$ cat src/verilog/as_defines.vh
// Purpose: Constants for the alert summary register block
// Assumes: 40 MHz clk, APB with 32-bit data
// Notes:   Offsets are byte addresses on the APB side
`ifndef AS_DEFINES_VH
`define AS_DEFINES_VH

// Printed register index and its byte address
`define AS_IDX_ALERT_SUMMARY  8'h07
`define AS_ADDR_ALERT_SUMMARY 8'h1c
// Block-local registers
`define AS_ADDR_INT_STATUS    8'h40
`define AS_ADDR_INT_MASK      8'h44
`define AS_ADDR_CAL_VALUE     8'h48

// Field positions in alert_summary (and in status/mask)
`define AS_BIT_CELL_ADC_OVER  15
`define AS_BIT_CELL_CMP_OVER  14
`define AS_BIT_CELL_ADC_UNDER 13
`define AS_BIT_CELL_CMP_UNDER 12
`define AS_BIT_AUX_ADC_OVER   11
`define AS_BIT_AUX_CMP_OVER   10
`define AS_BIT_AUX_ADC_UNDER  9
`define AS_BIT_AUX_CMP_UNDER  8
`define AS_BIT_CAL_FAULT      4
`define AS_SUM_LSB            8
`define AS_SUM_MSB            15

// Widths and counts
`define AS_REG_W      16
`define AS_CELL_N     14
`define AS_AUX_N      6
`define AS_GROUP_N    8
`define AS_ADDR_W     8

// Reset values and masks
`define AS_RST_16     16'h0000
`define AS_RST_32     32'h0000_0000
`define AS_IMPL_MASK  16'hff10
`define AS_ZERO_PAD   8'h00

// Offset calibration window, signed two's complement
`define AS_CAL_MIN    16'hfe00
`define AS_CAL_MAX    16'h01ff
`define AS_CAL_RST    16'h0000

`endif

$ cat src/verilog/as_alert_summary.v
// Purpose: Alert summary register with APB slave and interrupt
// Assumes: Scan engine supplies gated alert vectors and strobes
// Notes:   Zero-wait APB; read data captured in the setup cycle
`timescale 1ns/1ps
`include "as_defines.vh"

module as_alert_summary (
  // Clock and reset
  input  wire                   clk,
  input  wire                   rst_n,
  // APB slave
  input  wire                   psel,
  input  wire                   penable,
  input  wire                   pwrite,
  input  wire [`AS_ADDR_W-1:0]  paddr,
  input  wire [31:0]            pwdata,
  input  wire [3:0]             pstrb,
  output reg  [31:0]            prdata,
  output wire                   pready,
  output wire                   pslverr,
  // Scan engine: acquisition strobe and alert vectors
  input  wire                   acq_done,
  input  wire [`AS_CELL_N-1:0]  cell_adc_over_vector,
  input  wire [`AS_CELL_N-1:0]  cell_cmp_over_vector,
  input  wire [`AS_CELL_N-1:0]  cell_adc_under_vector,
  input  wire [`AS_CELL_N-1:0]  cell_cmp_under_vector,
  input  wire [`AS_AUX_N-1:0]   aux_adc_over_vector,
  input  wire [`AS_AUX_N-1:0]   aux_cmp_over_vector,
  input  wire [`AS_AUX_N-1:0]   aux_adc_under_vector,
  input  wire [`AS_AUX_N-1:0]   aux_cmp_under_vector,
  // Scan engine: offset calibration result
  input  wire                   cal_done,
  input  wire [`AS_REG_W-1:0]   cal_result,
  // Calibration value for the ADC path
  output wire [`AS_REG_W-1:0]   adc_offset_cal_value,
  // Interrupt
  output wire                   irq
);

  // Bus decode
  wire                          setup_phase;
  wire                          access_phase;
  wire                          wr_access;
  wire                          hit_summary;
  wire                          hit_status;
  wire                          hit_mask;
  wire                          hit_cal;
  wire                          hit_any;

  // Summary bits
  wire [`AS_CELL_N*`AS_GROUP_N-1:0] group_vec;
  wire [`AS_GROUP_N-1:0]        group_sum;
  wire [`AS_GROUP_N-1:0]        group_rise;

  // Named summary bits, one per alert group, and the cal fault rise
  wire                          cell_adc_over_summary;
  wire                          cell_cmp_over_summary;
  wire                          cell_adc_under_summary;
  wire                          cell_cmp_under_summary;
  wire                          aux_adc_over_summary;
  wire                          aux_cmp_over_summary;
  wire                          aux_adc_under_summary;
  wire                          aux_cmp_under_summary;
  wire                          cal_fault_rise;

  // One-hot read select, one bit per mapped register
  localparam [3:0]              SEL_SUMMARY = 4'b0001;
  localparam [3:0]              SEL_STATUS  = 4'b0010;
  localparam [3:0]              SEL_MASK    = 4'b0100;
  localparam [3:0]              SEL_CAL     = 4'b1000;
  wire [3:0]                    rd_sel;

  // Calibration
  reg  [`AS_REG_W-1:0]          cal_value;
  reg                           adc_offset_cal_fault;
  reg                           next_cal_fault;
  wire                          cal_wr;
  wire                          hw_cal_ok;
  wire                          sw_cal_ok;

  // Register image and interrupt state
  wire [`AS_REG_W-1:0]          alert_summary;
  wire [`AS_REG_W-1:0]          events;
  reg  [`AS_REG_W-1:0]          int_status;
  reg  [`AS_REG_W-1:0]          int_mask;
  wire [`AS_REG_W-1:0]          status_w1c;
  wire [`AS_REG_W-1:0]          wdata16;
  reg  [31:0]                   next_prdata;

  // In-bounds test of a signed 16-bit offset
  function in_bounds;
    input [`AS_REG_W-1:0] v;
    begin
      in_bounds = ($signed(v) >= $signed(`AS_CAL_MIN)) &&
                  ($signed(v) <= $signed(`AS_CAL_MAX));
    end
  endfunction

  // ---- APB decode

  assign setup_phase  = psel & ~penable;
  assign access_phase = psel & penable;
  assign wr_access    = access_phase & pwrite;

  assign hit_summary = (paddr == `AS_ADDR_ALERT_SUMMARY);
  assign hit_status  = (paddr == `AS_ADDR_INT_STATUS);
  assign hit_mask    = (paddr == `AS_ADDR_INT_MASK);
  assign hit_cal     = (paddr == `AS_ADDR_CAL_VALUE);
  assign hit_any     = hit_summary | hit_status | hit_mask | hit_cal;

  // No wait states; unmapped addresses answer with an error
  assign pready  = 1'b1;
  assign pslverr = access_phase & ~hit_any;

  // Low two lanes carry the 16-bit registers; upper lanes ignored
  assign wdata16 = {pstrb[1] ? pwdata[15:8] : `AS_ZERO_PAD,
                    pstrb[0] ? pwdata[7:0]  : `AS_ZERO_PAD};

  // ---- Summary bits, one instance per alert group

  // Aux vectors zero-padded to the cell width so one loop serves all
  assign group_vec = {
    cell_adc_over_vector,
    cell_cmp_over_vector,
    cell_adc_under_vector,
    cell_cmp_under_vector,
    {(`AS_CELL_N-`AS_AUX_N){1'b0}}, aux_adc_over_vector,
    {(`AS_CELL_N-`AS_AUX_N){1'b0}}, aux_cmp_over_vector,
    {(`AS_CELL_N-`AS_AUX_N){1'b0}}, aux_adc_under_vector,
    {(`AS_CELL_N-`AS_AUX_N){1'b0}}, aux_cmp_under_vector
  };

  genvar g;
  generate
    for (g = 0; g < `AS_GROUP_N; g = g + 1) begin : gen_sum
      as_summary_bit u_sum (
        .clk          (clk),
        .rst_n        (rst_n),
        .acq_done     (acq_done),
        .alert_vector (group_vec[g*`AS_CELL_N +: `AS_CELL_N]),
        .summary      (group_sum[g]),
        .summary_rise (group_rise[g])
      );
    end
  endgenerate

  // ---- Offset calibration value and fault

  // Software write re-checks the new value, as a calibration would
  assign cal_wr    = wr_access & hit_cal;
  assign hw_cal_ok = in_bounds(cal_result);
  assign sw_cal_ok = in_bounds(wdata16);

  always @(posedge clk) begin
    if (!rst_n) begin
      cal_value <= `AS_CAL_RST;
    end else if (cal_wr) begin
      cal_value <= wdata16;
    end else if (cal_done) begin
      cal_value <= cal_result;
    end
  end

  assign adc_offset_cal_value = cal_value;

  // Hardware result has priority over a same-cycle software write for the fault bit; cal_value takes the write
  always @* begin
    next_cal_fault = adc_offset_cal_fault;
    if (cal_done) begin
      next_cal_fault = ~hw_cal_ok;
    end else if (cal_wr) begin
      next_cal_fault = ~sw_cal_ok;
    end
  end

  always @(posedge clk) begin
    if (!rst_n) begin
      adc_offset_cal_fault <= 1'b0;
    end else begin
      adc_offset_cal_fault <= next_cal_fault;
    end
  end

  // ---- Register image

  // Unused bits of the low byte read as zero
  // Group order in group_vec puts cell ADC overvoltage at the top
  assign cell_adc_over_summary  = group_sum[`AS_BIT_CELL_ADC_OVER  - `AS_SUM_LSB];
  assign cell_cmp_over_summary  = group_sum[`AS_BIT_CELL_CMP_OVER  - `AS_SUM_LSB];
  assign cell_adc_under_summary = group_sum[`AS_BIT_CELL_ADC_UNDER - `AS_SUM_LSB];
  assign cell_cmp_under_summary = group_sum[`AS_BIT_CELL_CMP_UNDER - `AS_SUM_LSB];
  assign aux_adc_over_summary   = group_sum[`AS_BIT_AUX_ADC_OVER   - `AS_SUM_LSB];
  assign aux_cmp_over_summary   = group_sum[`AS_BIT_AUX_CMP_OVER   - `AS_SUM_LSB];
  assign aux_adc_under_summary  = group_sum[`AS_BIT_AUX_ADC_UNDER  - `AS_SUM_LSB];
  assign aux_cmp_under_summary  = group_sum[`AS_BIT_AUX_CMP_UNDER  - `AS_SUM_LSB];

  // Unused bits of the low byte read as zero
  assign alert_summary = {
    cell_adc_over_summary,
    cell_cmp_over_summary,
    cell_adc_under_summary,
    cell_cmp_under_summary,
    aux_adc_over_summary,
    aux_cmp_over_summary,
    aux_adc_under_summary,
    aux_cmp_under_summary,
    3'b000,
    adc_offset_cal_fault,
    4'h0
  };

  // ---- Interrupt: sticky status, write one to clear, mask gates irq

  // Only a new fault raises status; a fault that persists does not re-fire
  assign cal_fault_rise = next_cal_fault & ~adc_offset_cal_fault;

  assign events = {
    group_rise,
    3'b000,
    cal_fault_rise,
    4'h0
  };

  assign status_w1c = (wr_access & hit_status) ? wdata16 : `AS_RST_16;

  // A new event in the clearing cycle wins over the clear
  always @(posedge clk) begin
    if (!rst_n) begin
      int_status <= `AS_RST_16;
    end else begin
      int_status <= ((int_status & ~status_w1c) | events) & `AS_IMPL_MASK;
    end
  end

  always @(posedge clk) begin
    if (!rst_n) begin
      int_mask <= `AS_RST_16;
    end else if (wr_access & hit_mask) begin
      int_mask <= wdata16 & `AS_IMPL_MASK;
    end
  end

  assign irq = |(int_status & int_mask);

  // ---- Read path

  // Address decodes are exclusive, so the select is one-hot or zero
  assign rd_sel = {hit_cal, hit_mask, hit_status, hit_summary};

  // Summary register has no write decode at all; writes fall through
  always @* begin
    next_prdata = `AS_RST_32;
    case (rd_sel)
      SEL_SUMMARY: begin
        next_prdata[`AS_REG_W-1:0] = alert_summary;
      end
      SEL_STATUS: begin
        next_prdata[`AS_REG_W-1:0] = int_status;
      end
      SEL_MASK: begin
        next_prdata[`AS_REG_W-1:0] = int_mask;
      end
      SEL_CAL: begin
        next_prdata[`AS_REG_W-1:0] = cal_value;
      end
      default: begin
        // Unmapped reads return zero alongside the error response
        next_prdata = `AS_RST_32;
      end
    endcase
  end

  // Captured at setup so prdata is a flop during the access cycle
  always @(posedge clk) begin
    if (!rst_n) begin
      prdata <= `AS_RST_32;
    end else if (setup_phase & ~pwrite) begin
      prdata <= next_prdata;
    end
  end

endmodule // as_alert_summary

$ cat src/verilog/as_summary_bit.v
// Purpose: One summary bit: OR of an alert vector, taken at acquisition
// Assumes: Vector bits already gated by their channel enables
// Notes:   Also reports a one-cycle pulse when the summary rises
`timescale 1ns/1ps
`include "as_defines.vh"

module as_summary_bit (
  // Clock and reset
  input  wire                   clk,
  input  wire                   rst_n,
  // Acquisition strobe and vector
  input  wire                   acq_done,
  input  wire [`AS_CELL_N-1:0]  alert_vector,
  // Summary out
  output reg                    summary,
  output wire                   summary_rise
);

  wire next_summary;

  // Whole vector re-evaluated each acquisition; clears only when all resolved
  assign next_summary = acq_done ? (|alert_vector) : summary;
  assign summary_rise = next_summary & ~summary;

  always @(posedge clk) begin
    if (!rst_n) begin
      summary <= 1'b0;
    end else begin
      summary <= next_summary;
    end
  end

endmodule // as_summary_bit
$ cat config.mk
export PLATFORM = sky130hd
export DESIGN_NAME = as_alert_summary
export DESIGN_NICKNAME = d
export VERILOG_FILES = /design/src/verilog/as_alert_summary.v /design/src/verilog/as_summary_bit.v
export VERILOG_INCLUDE_DIRS = /design/src /design/src/verilog
export SDC_FILE = /design/constraint.sdc
export NUM_CORES = 1
export LEC_CHECK = 0
export BUFFER_PORTS_ARGS = -buffer_cell sky130_fd_sc_hd__buf_2
export CAP_MARGIN = 5
export CORE_ASPECT_RATIO = 0.75
export CORE_MARGIN = 2
export CORE_UTILIZATION = 43
export CTS_BUF_LIST = sky130_fd_sc_hd__clkbuf_16
export CTS_CLUSTER_DIAMETER = 100
export DETAILED_ROUTE_END_ITERATION = 10
export MAX_ROUTING_LAYER = met4
export PLACE_DENSITY = 0.89
export SLEW_MARGIN = 5
export SYNTH_ARGS = -nofsm -noshare
export SYNTH_HDL_FRONTEND = slang
export SYNTH_SLANG_ARGS = --single-unit
$ cat constraint.sdc
create_clock -name clk -period 1.8 [get_ports clk]
set_clock_uncertainty 0.1 [all_clocks]
set_input_delay 0.18 -clock clk [delete_from_list [all_inputs] [get_ports clk]]
set_output_delay 0.18 -clock clk [all_outputs]
set_load 0.005 [all_outputs]
### Word level (Yosys, flattened, before mapping)

Cells that the tools add are included.

* bitwise logic cells: 38
* multiplexer cells: 16
* $lt $le $gt $ge: 4
* equal/unequal tests: 8
* reductions and logical operators: 12

Operators with widths (count)
* one-hot mux 16 bit (4 select lines): 1
* OR reduction 14 bit: 4
* 2-to-1 mux 16 bit: 3
* bitwise AND 16 bit: 2
* >= comparator 16 x 10 -> 1 bit, second input constant: 2
* <= comparator 16 x 10 -> 1 bit, second input constant: 2
* equality test 8 x 7 -> 1 bit, second input constant: 3
* OR reduction 6 bit: 4
* bitwise AND 1 bit: 17
* 2-to-1 mux 8 bit: 2
* NOT 16 bit: 1
* bitwise OR 16 bit: 1
* OR reduction 16 bit: 1
* NOT 1 bit: 14
* 2-to-1 mux 1 bit: 10
* equality test 8 x 5 -> 1 bit, second input constant: 1
* equality test 4 x 1 -> 1 bit, second input constant: 1
* equality test 4 x 2 -> 1 bit, second input constant: 1
* equality test 4 x 3 -> 1 bit, second input constant: 1
* equality test 4 bit, second input constant: 1
* bitwise OR 1 bit: 3
* logical AND 1 bit: 2
* nonzero test 2 bit: 1

* input bits: 147
* register bits: 66
* word-level logic and storage cells: 92

### Logic depth before layout (Yosys ltp)

Gate-level depths: netlist (run 1).

* depth after elaboration: 8
* depth in mapped cells: 7

### Cells and area by module

Synthesis (run 1) repeated with hierarchy kept, for this count alone.

* cells, all modules: 366
* area total of the unflattened synthesis: 3323.2 um^2

By module, submodules not included
* as_alert_summary: area each 2602.5 um^2, instances 1, sequential area each 1021.0 um^2, cells each 302
* as_summary_bit: area each 90.1 um^2, instances 8, sequential area each 20.0 um^2, cells each 8

### Least setup slack after synthesis (run 1)

OpenSTA, ideal clock, no wires.

* path type: in2reg
* start point: in pwrite
* end point: reg prdata[10]
* stages: 6
* path slack: 0.305 ns
* library setup time: 0.134 ns
* data required time: 1.566 ns
* data arrival time: 1.261 ns
* buffers on the path: 2
* path through: or3b_2 > buf_2 > and2_1 > buf_2 > nand2_1 > o221ai_1

* longest elaborated chain between the ends: 2

RTL lines
* start, declared: line as_alert_summary.v:14 `input wire pwrite,`
* NOT 1 bit: line as_alert_summary.v:277 `end else if (setup_phase & ~pwrite) begin`
* bitwise AND 1 bit: line as_alert_summary.v:277
* end signal, assigned: line as_alert_summary.v:276 `` prdata <= `AS_RST_32; ``
* end signal, assigned: line as_alert_summary.v:278 `prdata <= next_prdata;`
* end, declared: line as_alert_summary.v:18 `output reg [31:0] prdata,`

No other way between the ends.
A chain may end at the register's enable or synchronous reset.

### Worst setup path after layout (run 1)

* start point: reg int_status[12]
* end point: out irq

* longest elaborated chain between the ends: 2

RTL lines
* start, declared: line as_alert_summary.v:84 `` reg [`AS_REG_W-1:0] int_status; ``
* start signal, assigned: line as_alert_summary.v:229 `` int_status <= `AS_RST_16; ``
* start signal, assigned: line as_alert_summary.v:231 `` int_status <= ((int_status & ~status_w1c) | events) & `AS_IMPL_MASK; ``
* bitwise AND 16 bit: line as_alert_summary.v:243 `assign irq = |(int_status & int_mask);`
* OR reduction 16 bit: line as_alert_summary.v:243
* end, declared: line as_alert_summary.v:37 `output wire irq`

No other way between the ends.

==> impl_results.html, run 1 <==
<table>
<tr><th>Metric</th><th>Value</th></tr>
<tr><th colspan="2">Run status</th></tr>
<tr><td>Outcome</td><td>complete, no violations</td></tr>
<tr><th colspan="2">STA</th></tr>
<tr><td>Period utilisation layout</td><td>0.922</td></tr>
<tr><td>Achievable Freq</td><td>roughly 600 MHz</td></tr>
<tr><td>Final hold violations</td><td>0</td></tr>
<tr><td>Final Max Slew Viols</td><td>0</td></tr>
<tr><td>Time the worst path needs with I/O delays and setup</td><td>1.66 ns</td></tr>
<tr><td>Final setup fails</td><td>0</td></tr>
<tr><td>Unrepaired setup endpoints after global routing</td><td>false</td></tr>
<tr><td>PnR worst setup slack</td><td>0.140 ns</td></tr>
<tr><td>Post-Route Setup TNS</td><td>0 ns</td></tr>
<tr><th colspan="2">Clock network</th></tr>
<tr><td>Worst-case clock buffer depth</td><td>2</td></tr>
<tr><td>Total clock buffers created by CTS</td><td>9</td></tr>
<tr><td>Clock input transition at the sequential cells of the worst setup and hold paths</td><td>roughly 0.060 ns</td></tr>
<tr><td>Root cell of the clock tree</td><td>clkbuf_16</td></tr>
<tr><td>Number of buffers added for setup after CTS</td><td>0</td></tr>
<tr><td>TritonCTS clock tree</td><td>built</td></tr>
<tr><td>Deepest level of the CTS H-tree</td><td>3</td></tr>
<tr><td>Clk sinks</td><td>between 50 and 60</td></tr>
<tr><td>CTS Hold Buffers Added</td><td>0</td></tr>
<tr><td>CTS resizes</td><td>0</td></tr>
<tr><td>Source-to-sink clock delay at the later pin of the worst-skew pair</td><td>0.33 ns</td></tr>
<tr><th colspan="2">Yosys</th></tr>
<tr><td>Most frequent cell after synthesis</td><td>dfxtp_1</td></tr>
<tr><td>Synthesized instance count</td><td>roughly 360</td></tr>
<tr><td>Leading cell types by count after synthesis</td><td>dfxtp_1 (59), nand2_1 (45), buf_4 (20)</td></tr>
<tr><td>Cell type with the highest aggregate area in the netlist</td><td>dfxtp_1</td></tr>
<tr><td>Yosys warning count</td><td>0</td></tr>
<tr><td>Post-synth EDFFs</td><td>0</td></tr>
<tr><td>Async S/R FF share, synth</td><td>0</td></tr>
<tr><td>Summed instance area of the synthesized netlist</td><td>~3100 sq um</td></tr>
<tr><td>Dominant synthesized flop cell</td><td>dfxtp_1</td></tr>
<tr><td>Mapped Avg Cell Area</td><td>8.60 sq um</td></tr>
<tr><td>Count of cell types in the netlist</td><td>about 50</td></tr>
<tr><td>Dominant cells by area after synthesis</td><td>dfxtp_1 (38%), nand2_1 (5.5%), buf_4 (4.9%)</td></tr>
<tr><td>Post-synthesis sequential area ratio</td><td>0.384</td></tr>
<tr><td>#FFs+latches synth</td><td>slightly below 60</td></tr>
<tr><td>Fraction of synthesized cell area taken by the top area cell type</td><td>0.384</td></tr>
<tr><th colspan="2">Setup path</th></tr>
<tr><td>Type of element launching the critical path</td><td>register</td></tr>
<tr><td>CP peak stage delay</td><td>approximately 0.33 ns</td></tr>
<tr><td>CP endpoint kind</td><td>output port</td></tr>
<tr><td>Critical-path maximum fanout</td><td>3</td></tr>
<tr><td>Startpoint of the most critical register-to-register path</td><td>gen_sum[1].u_sum.summary$_SDFF_PN0_</td></tr>
<tr><td>Arrival time of data at the critical path endpoint</td><td>between 1 and 1.5 ns</td></tr>
<tr><td>Startpoint of the worst setup timing path</td><td>int_status[12]$_SDFF_PN0_</td></tr>
<tr><td>Master of the slowest instance on the critical path</td><td>dfxtp_1</td></tr>
<tr><td>Crit path buffers/inverters</td><td>1</td></tr>
<tr><td>Cell-by-cell listing of the critical path</td><td>a22o_1 -&gt; a221oi_1 -&gt; nand3_1 -&gt; buf_2</td></tr>
<tr><td>Crit path required time</td><td>1.52 ns</td></tr>
<tr><td>Cell class contributing the biggest share of worst-path delay</td><td>compound AO/OA/AOI/OAI gates</td></tr>
<tr><td>WS Path Type</td><td>reg2out</td></tr>
<tr><th colspan="2">Global routing</th></tr>
<tr><td>Wire length of the first global-routing pass</td><td>approximately 17000 microns</td></tr>
<tr><td>Maximum number of pins on one net before global-route repair</td><td>26</td></tr>
<tr><td>All-Layer GR Usage</td><td>0.280</td></tr>
<tr><td>Via count of the first global-routing pass</td><td>roughly 3400</td></tr>
<tr><td>Initial antenna violation count</td><td>0</td></tr>
<tr><td>Remaining Overflow, GRT</td><td>0</td></tr>
<tr><th colspan="2">Power and ir drop</th></tr>
<tr><td>Power consumption</td><td>roughly 3500 uW</td></tr>
<tr><td>Peak VDD IR</td><td>0.499 mV</td></tr>
<tr><td>Leak Pwr</td><td>0.00189 uW</td></tr>
<tr><td>Cell Pwr Density</td><td>828 nW/um^2</td></tr>
<tr><th colspan="2">Die</th></tr>
<tr><td>DIE AREA</td><td>~7900 sq um</td></tr>
<tr><td>Area inside the core boundary</td><td>roughly 6900 sq um</td></tr>
<tr><td>Effective utilization at floorplan</td><td>0.448</td></tr>
<tr><td>Count of pins on the block boundary</td><td>about 200</td></tr>
<tr><td>Rows</td><td>26</td></tr>
<tr><td>Vertical extent of the die</td><td>77.3 microns</td></tr>
<tr><td>Horiz. Die Dim</td><td>about 100 microns</td></tr>
<tr><th colspan="2">Hold path</th></tr>
<tr><td>Kind of path behind the tightest hold check</td><td>in2reg</td></tr>
<tr><td>Hold path start</td><td>pwdata[6]</td></tr>
<tr><th colspan="2">Routing</th></tr>
<tr><td>Iter 0 DRT Violations</td><td>280</td></tr>
<tr><td>Number of remaining DRC errors</td><td>0</td></tr>
<tr><td>DR vias</td><td>3499</td></tr>
<tr><td>Detailed Routing Iterations Pass 1</td><td>5</td></tr>
<tr><td>ANT nets after route</td><td>0</td></tr>
<tr><td>Via density per instance</td><td>roughly 5.6</td></tr>
<tr><td>WL per Instance</td><td>16.8 microns</td></tr>
<tr><td>Wirelength, routed</td><td>approximately 10000 microns</td></tr>
<tr><th colspan="2">Final layout</th></tr>
<tr><td>Signed area change from the synthesized netlist to the final layout</td><td>36.9%</td></tr>
<tr><td>Total number of nets in the final design</td><td>roughly 660</td></tr>
<tr><td>Fraction of layout cells with a size suffix above 1</td><td>0.400</td></tr>
<tr><td>Number of antenna diodes</td><td>0</td></tr>
<tr><td>Area of all placed cells without fillers</td><td>about 4200 sq um</td></tr>
<tr><th colspan="2">Placement</th></tr>
<tr><td>Number of I/O port buffers</td><td>between 150 and 200</td></tr>
<tr><td>Dpl ws</td><td>~0.057 ns</td></tr>
<tr><td>Hpwl dp</td><td>8020 microns</td></tr>
<tr><td>Post-place instance area</td><td>3930 sq um</td></tr>
<tr><td>Gp weighted congestion</td><td>0.899</td></tr>
<tr><th colspan="2">Flow run</th></tr>
<tr><td>Count of max-cap constraint violations</td><td>0</td></tr>
</table>
metal layers:
layer	share of wire	up-vias	GRT usage	routed length, microns
li1	-	1622	-	-
met1	0.43	1650	0.377	4450
met2	0.45	205	0.417	4740
met3	0.10	22	0.0675	1070
met4	0.017	0	0.0784	177
met5	0	-	-	0
power by group:
part / internal, uW / switching (uW) / total, uW / leakage (uW)
logic: 210 / 224 / 434 / 0.00127
registers: 1370 / 55.1 / 1420 / 0.000484
clock network: 953 / 679 / 1630 / 0.000135
total: 2530 / 957 / 3490 / 0.00189
cells in the final DEF, fill, tap and decap left out, drive strengths merged, types with 8 or more instances in the layout:
| master | instances |
|---|---|
| o221ai | 9 |
| conb | 17 |
| mux2i | 9 |
| nor4 | 15 |
| a31oi | 8 |
| clkbuf | 9 |
| o2bb2ai | 8 |
| dfxtp | 59 |
| buf | 172 |
| inv | 11 |
| o21ai | 9 |
| a21oi | 19 |
| nor2b | 10 |
| a211oi | 18 |
| nor2 | 19 |
| nand2 | 47 |
| nand3 | 18 |
| a22oi | 17 |
sequential cells by signal, indices dropped and copies added (netlist names):
register	cells
int_mask	9
gen_sum.u_sum.summary	8
adc_offset_cal_fault	1
prdata	16
int_status	9
adc_offset_cal_value	16
stage by stage:
| stage | hold WS [ns] | utilization | std cells |
|---|---|---|---|
| detailed placement | 0.350 | 0.572 | 604 |
| floorplan | 0.232 | - | 373 |
| global placement | 0.343 | 0.572 | 604 |
| finish | 0.0109 | 0.614 | 620 |
| global route | 0.0113 | 0.614 | 620 |
| CTS | 0.00637 | 0.614 | 620 |
worst register-to-register path: cells and delay by family, from the launching register on:
family,cells,cell delay [ns]
flops,1,0.32
compound gates,2,0.52
final timing paths:
kind / slack, ns / end / cells past startpoint
min: 0.01 / adc_offset_cal_value[6]$_SDFFE_PN0P_ / 3
max: 0.14 / irq / 4
max reg2reg: 0.72 / prdata[9]$_SDFFE_PN0P_ / 2
min reg2reg: 0.36 / prdata[9]$_SDFFE_PN0P_ / 2
cells by family (layout without fill, tap and decap cells):
| logic type | after synthesis | count (layout) | share of synthesized area |
|---|---|---|---|
| AO/OA/AOI/OAI | 95 | 95 | 0.223 |
| buffers and inverters | 48 | 197 | 0.0854 |
| flip-flops | 59 | 59 | 0.384 |
| multiplexers | 16 | 16 | 0.0549 |
| other | 2 | 17 | 0.00244 |
| AND/OR/NAND/NOR | 138 | 138 | 0.250 |
layout make-up:
type | count | area [sq um]
clock inverters | 7 | 61.3
flip-flops and latches | 59 | 1180
well taps | 98 | 123
fillers | 612 | 2650
repair buffers | 172 | 898
multi-input cells | 266 | 1690
clock buffers | 9 | 225
inverters | 9 | 33.8
No activity file was read; power rests on OpenSTA's default activity.
==> inputs of run 2 (changes only) <==
clock period = 1.9 ns   (was 1.8 ns; I/O delays follow)
==> run 2 against run 1 <==
  * Register-to-register slack improved by 0.04 ns
  * Final area decreased by 0.62%
  * Via count increased by 0.71%
  * Sequential share of layout area increased by 0.18 points
  * Worst hold slack improved by 0.029 ns
  * Setup slack improved by 0.084 ns
  * Wire length decreased by 0.43%
  * Critical path depth unchanged
  * Global-route usage decreased by 0.69 points
  * Power decreased by 6.6%
  * Count of clock-buffer cells in the layout unchanged
  * Largest power group unchanged
  * Highest routed layer unchanged
==> impl_results.html, run 2 (synthesized netlist as in run 1, its figures left out) <==
<table>
<tr><th>Metric</th><th>Value</th></tr>
<tr><th colspan="2">Clock network</th></tr>
<tr><td>Deepest level of the CTS H-tree</td><td>3</td></tr>
<tr><td>Number of buffers added for setup after CTS</td><td>0</td></tr>
<tr><td>Clock input transition at the sequential cells of the worst setup and hold paths</td><td>0.05 ns</td></tr>
<tr><td>CTS Hold Buffers Added</td><td>0</td></tr>
<tr><td>Total clock buffers created by CTS</td><td>9</td></tr>
<tr><td>Worst-case clock buffer depth</td><td>2</td></tr>
<tr><td>Clk sinks</td><td>between 50 and 60</td></tr>
<tr><td>Root cell of the clock tree</td><td>clkbuf_16</td></tr>
<tr><td>Source-to-sink clock delay at the later pin of the worst-skew pair</td><td>0.33 ns</td></tr>
<tr><td>TritonCTS clock tree</td><td>built</td></tr>
<tr><td>CTS resizes</td><td>0</td></tr>
<tr><th colspan="2">Run status</th></tr>
<tr><td>Outcome</td><td>complete, no violations</td></tr>
<tr><th colspan="2">Flow run</th></tr>
<tr><td>Count of max-cap constraint violations</td><td>0</td></tr>
<tr><th colspan="2">Routing</th></tr>
<tr><td>Met3 layer wire length in the routed design</td><td>1050 microns</td></tr>
<tr><td>DR WL met2</td><td>between 4000 and 5000 microns</td></tr>
<tr><td>Via density per instance</td><td>approximately 5.7</td></tr>
<tr><td>ANT nets after route</td><td>0</td></tr>
<tr><td>DR vias</td><td>~3500</td></tr>
<tr><td>Iter 0 DRT Violations</td><td>around 310</td></tr>
<tr><td>Detailed Routing Iterations Pass 1</td><td>7</td></tr>
<tr><td>WL per Instance</td><td>about 17 microns</td></tr>
<tr><td>Uppermost signal routing layer after detailed routing</td><td>met4</td></tr>
<tr><td>Met1 wire length</td><td>~4300 microns</td></tr>
<tr><td>Number of remaining DRC errors</td><td>0</td></tr>
<tr><td>Wirelength, routed</td><td>between 10000 and 15000 microns</td></tr>
<tr><th colspan="2">Final layout</th></tr>
<tr><td>Fraction of layout cells with a size suffix above 1</td><td>0.389</td></tr>
<tr><td>Number of antenna diodes</td><td>0</td></tr>
<tr><td>Final non-filler cell total</td><td>approximately 600</td></tr>
<tr><td>Leading cell types in the layout, fill and taps excluded</td><td>buf_2 (162), dfxtp_1 (59), nand2_1 (45)</td></tr>
<tr><td>Signed area change from the synthesized netlist to the final layout</td><td>36.0%</td></tr>
<tr><td>Fillers</td><td>about 580</td></tr>
<tr><td>Most frequent standard cell in the layout excluding fill and tap cells</td><td>buf_2</td></tr>
<tr><td>Total number of nets in the final design</td><td>approximately 660</td></tr>
<tr><th colspan="2">STA</th></tr>
<tr><td>Final hold violations</td><td>0</td></tr>
<tr><td>Final setup fails</td><td>0</td></tr>
<tr><td>Achievable Freq</td><td>approximately 600 MHz</td></tr>
<tr><td>Time the worst path needs with I/O delays and setup</td><td>approximately 1.7 ns</td></tr>
<tr><td>Period utilisation layout</td><td>0.882</td></tr>
<tr><td>Unrepaired setup endpoints after global routing</td><td>false</td></tr>
<tr><td>Final Max Slew Viols</td><td>0</td></tr>
<tr><td>Post-Route Setup TNS</td><td>0 ns</td></tr>
<tr><th colspan="2">Die</th></tr>
<tr><td>DIE AREA</td><td>7860 sq um</td></tr>
<tr><td>Count of pins on the block boundary</td><td>198</td></tr>
<tr><td>Rows</td><td>26</td></tr>
<tr><td>Horiz. Die Dim</td><td>102 microns</td></tr>
<tr><td>Effective utilization at floorplan</td><td>0.448</td></tr>
<tr><td>Vertical extent of the die</td><td>77.3 microns</td></tr>
<tr><td>Area inside the core boundary</td><td>approximately 6900 sq um</td></tr>
<tr><th colspan="2">Placement</th></tr>
<tr><td>Total instance count after detailed placement</td><td>between 600 and 700</td></tr>
<tr><td>Number of I/O port buffers</td><td>approximately 160</td></tr>
<tr><td>Hpwl dp</td><td>~8000 microns</td></tr>
<tr><td>Gp weighted congestion</td><td>between 0.9 and 1</td></tr>
<tr><th colspan="2">Setup path</th></tr>
<tr><td>Reg2Reg Depth</td><td>2</td></tr>
<tr><td>Arrival time of data at the critical path endpoint</td><td>about 1.4 ns</td></tr>
<tr><td>CP endpoint kind</td><td>output port</td></tr>
<tr><td>Crit path required time</td><td>between 1.5 and 2 ns</td></tr>
<tr><td>WS Path Type</td><td>reg2out</td></tr>
<tr><td>Startpoint of the most critical register-to-register path</td><td>gen_sum[1].u_sum.summary$_SDFF_PN0_</td></tr>
<tr><td>Type of element launching the critical path</td><td>register</td></tr>
<tr><td>Endpoint of the most critical register-to-register path</td><td>prdata[9]$_SDFFE_PN0P_</td></tr>
<tr><td>Critical-path maximum fanout</td><td>3</td></tr>
<tr><td>Worst-case register-to-register setup slack</td><td>between 0.7 and 0.8 ns</td></tr>
<tr><th colspan="2">Power and ir drop</th></tr>
<tr><td>Sw Share</td><td>0.240</td></tr>
<tr><td>Net Sw Power</td><td>about 780 uW</td></tr>
<tr><td>Cell Pwr Density</td><td>778 nW/um^2</td></tr>
<tr><td>Leak Pwr</td><td>0.00189 uW</td></tr>
<tr><td>Clock Power Share</td><td>0.460</td></tr>
<tr><td>Part of the total power dissipated in sequential elements</td><td>0.415</td></tr>
<tr><td>Power share of the combinational group</td><td>0.126</td></tr>
<tr><td>Power Internal</td><td>2480 uW</td></tr>
<tr><td>Peak VDD IR</td><td>approximately 0.35 mV</td></tr>
<tr><th colspan="2">Global routing</th></tr>
<tr><td>All-Layer GR Usage</td><td>0.273</td></tr>
<tr><td>Via count of the first global-routing pass</td><td>3331</td></tr>
<tr><td>Initial antenna violation count</td><td>0</td></tr>
<tr><td>Remaining Overflow, GRT</td><td>0</td></tr>
<tr><td>Wire length of the first global-routing pass</td><td>between 15000 and 20000 microns</td></tr>
<tr><td>Maximum number of pins on one net before global-route repair</td><td>26</td></tr>
<tr><th colspan="2">Hold path</th></tr>
<tr><td>Number of cells on the worst hold path</td><td>3</td></tr>
<tr><td>Hold path start</td><td>pwdata[2]</td></tr>
<tr><td>Kind of path behind the tightest hold check</td><td>in2reg</td></tr>
<tr><td>Hold-critical path endpoint</td><td>adc_offset_cal_value[2]$_SDFFE_PN0P_</td></tr>
</table>
-- run 2: per-layer routing --
metal  GRT usage  up-vias
met1       0.355     1639
met2       0.419      224
met5           -        -
met3      0.0747       38
li1            -     1623
met4      0.0689        0
-- run 2: through the flow --
step	hold WS [ns]	total power, uW	worst slack (ns)	utilization	cell area, sq um
6_report	0.0397	3260	0.224	0.610	4190
5_1_grt	0.0472	3370	0.137	0.610	4190
4_1_cts	0.0339	3260	0.231	0.610	4190
3_5_place_dp	0.347	1770	0.166	0.570	3910
3_3_place_gp	0.349	1750	0.222	0.570	3910
2_1_floorplan	0.242	1560	0.395	-	3130
-- run 2: worst max-delay path by stage --
| stage | depth (start not counted) | from | to | slack, ns |
|---|---|---|---|---|
| after detailed placement | 5 | paddr[1] | prdata[11]$_SDFFE_PN0P_ | 0.17 |
| after CTS | 4 | int_status[12]$_SDFF_PN0_ | irq | 0.23 |
| after floorplan | 6 | pwrite | prdata[10]$_SDFFE_PN0P_ | 0.39 |
| after global routing | 4 | int_status[12]$_SDFF_PN0_ | irq | 0.14 |
| after global placement | 5 | pwrite | prdata[9]$_SDFFE_PN0P_ | 0.22 |
| final | 4 | int_status[12]$_SDFF_PN0_ | irq | 0.22 |
-- run 2: worst max-delay path, cell delays in order (launching register included) --
cell      delay (ns)
dfxtp_1         0.34
a22o_1          0.24
a221oi_1        0.22
nand3_1         0.12
buf_2           0.14
-- run 2: power groups by stage --
stage / logic, uW / registers, uW / clock network [uW]
6_report: 410 / 1350 / 1500
5_1_grt: 448 / 1350 / 1570
4_1_cts: 404 / 1350 / 1510
3_5_place_dp: 400 / 1370 / 0
3_3_place_gp: 385 / 1370 / 0
2_1_floorplan: 211 / 1350 / 0
-- run 2: cell type report --
cell class	instances	area [sq um]	area share
sequential	59	1180	0.282
clock buffer	9	225	0.0538
inverter	9	33.8	0.00807
multi-input combinational	266	1690	0.404
tap	98	123	0.0293
timing repair buffer	170	883	0.211
clock inverter	6	50.0	0.0120
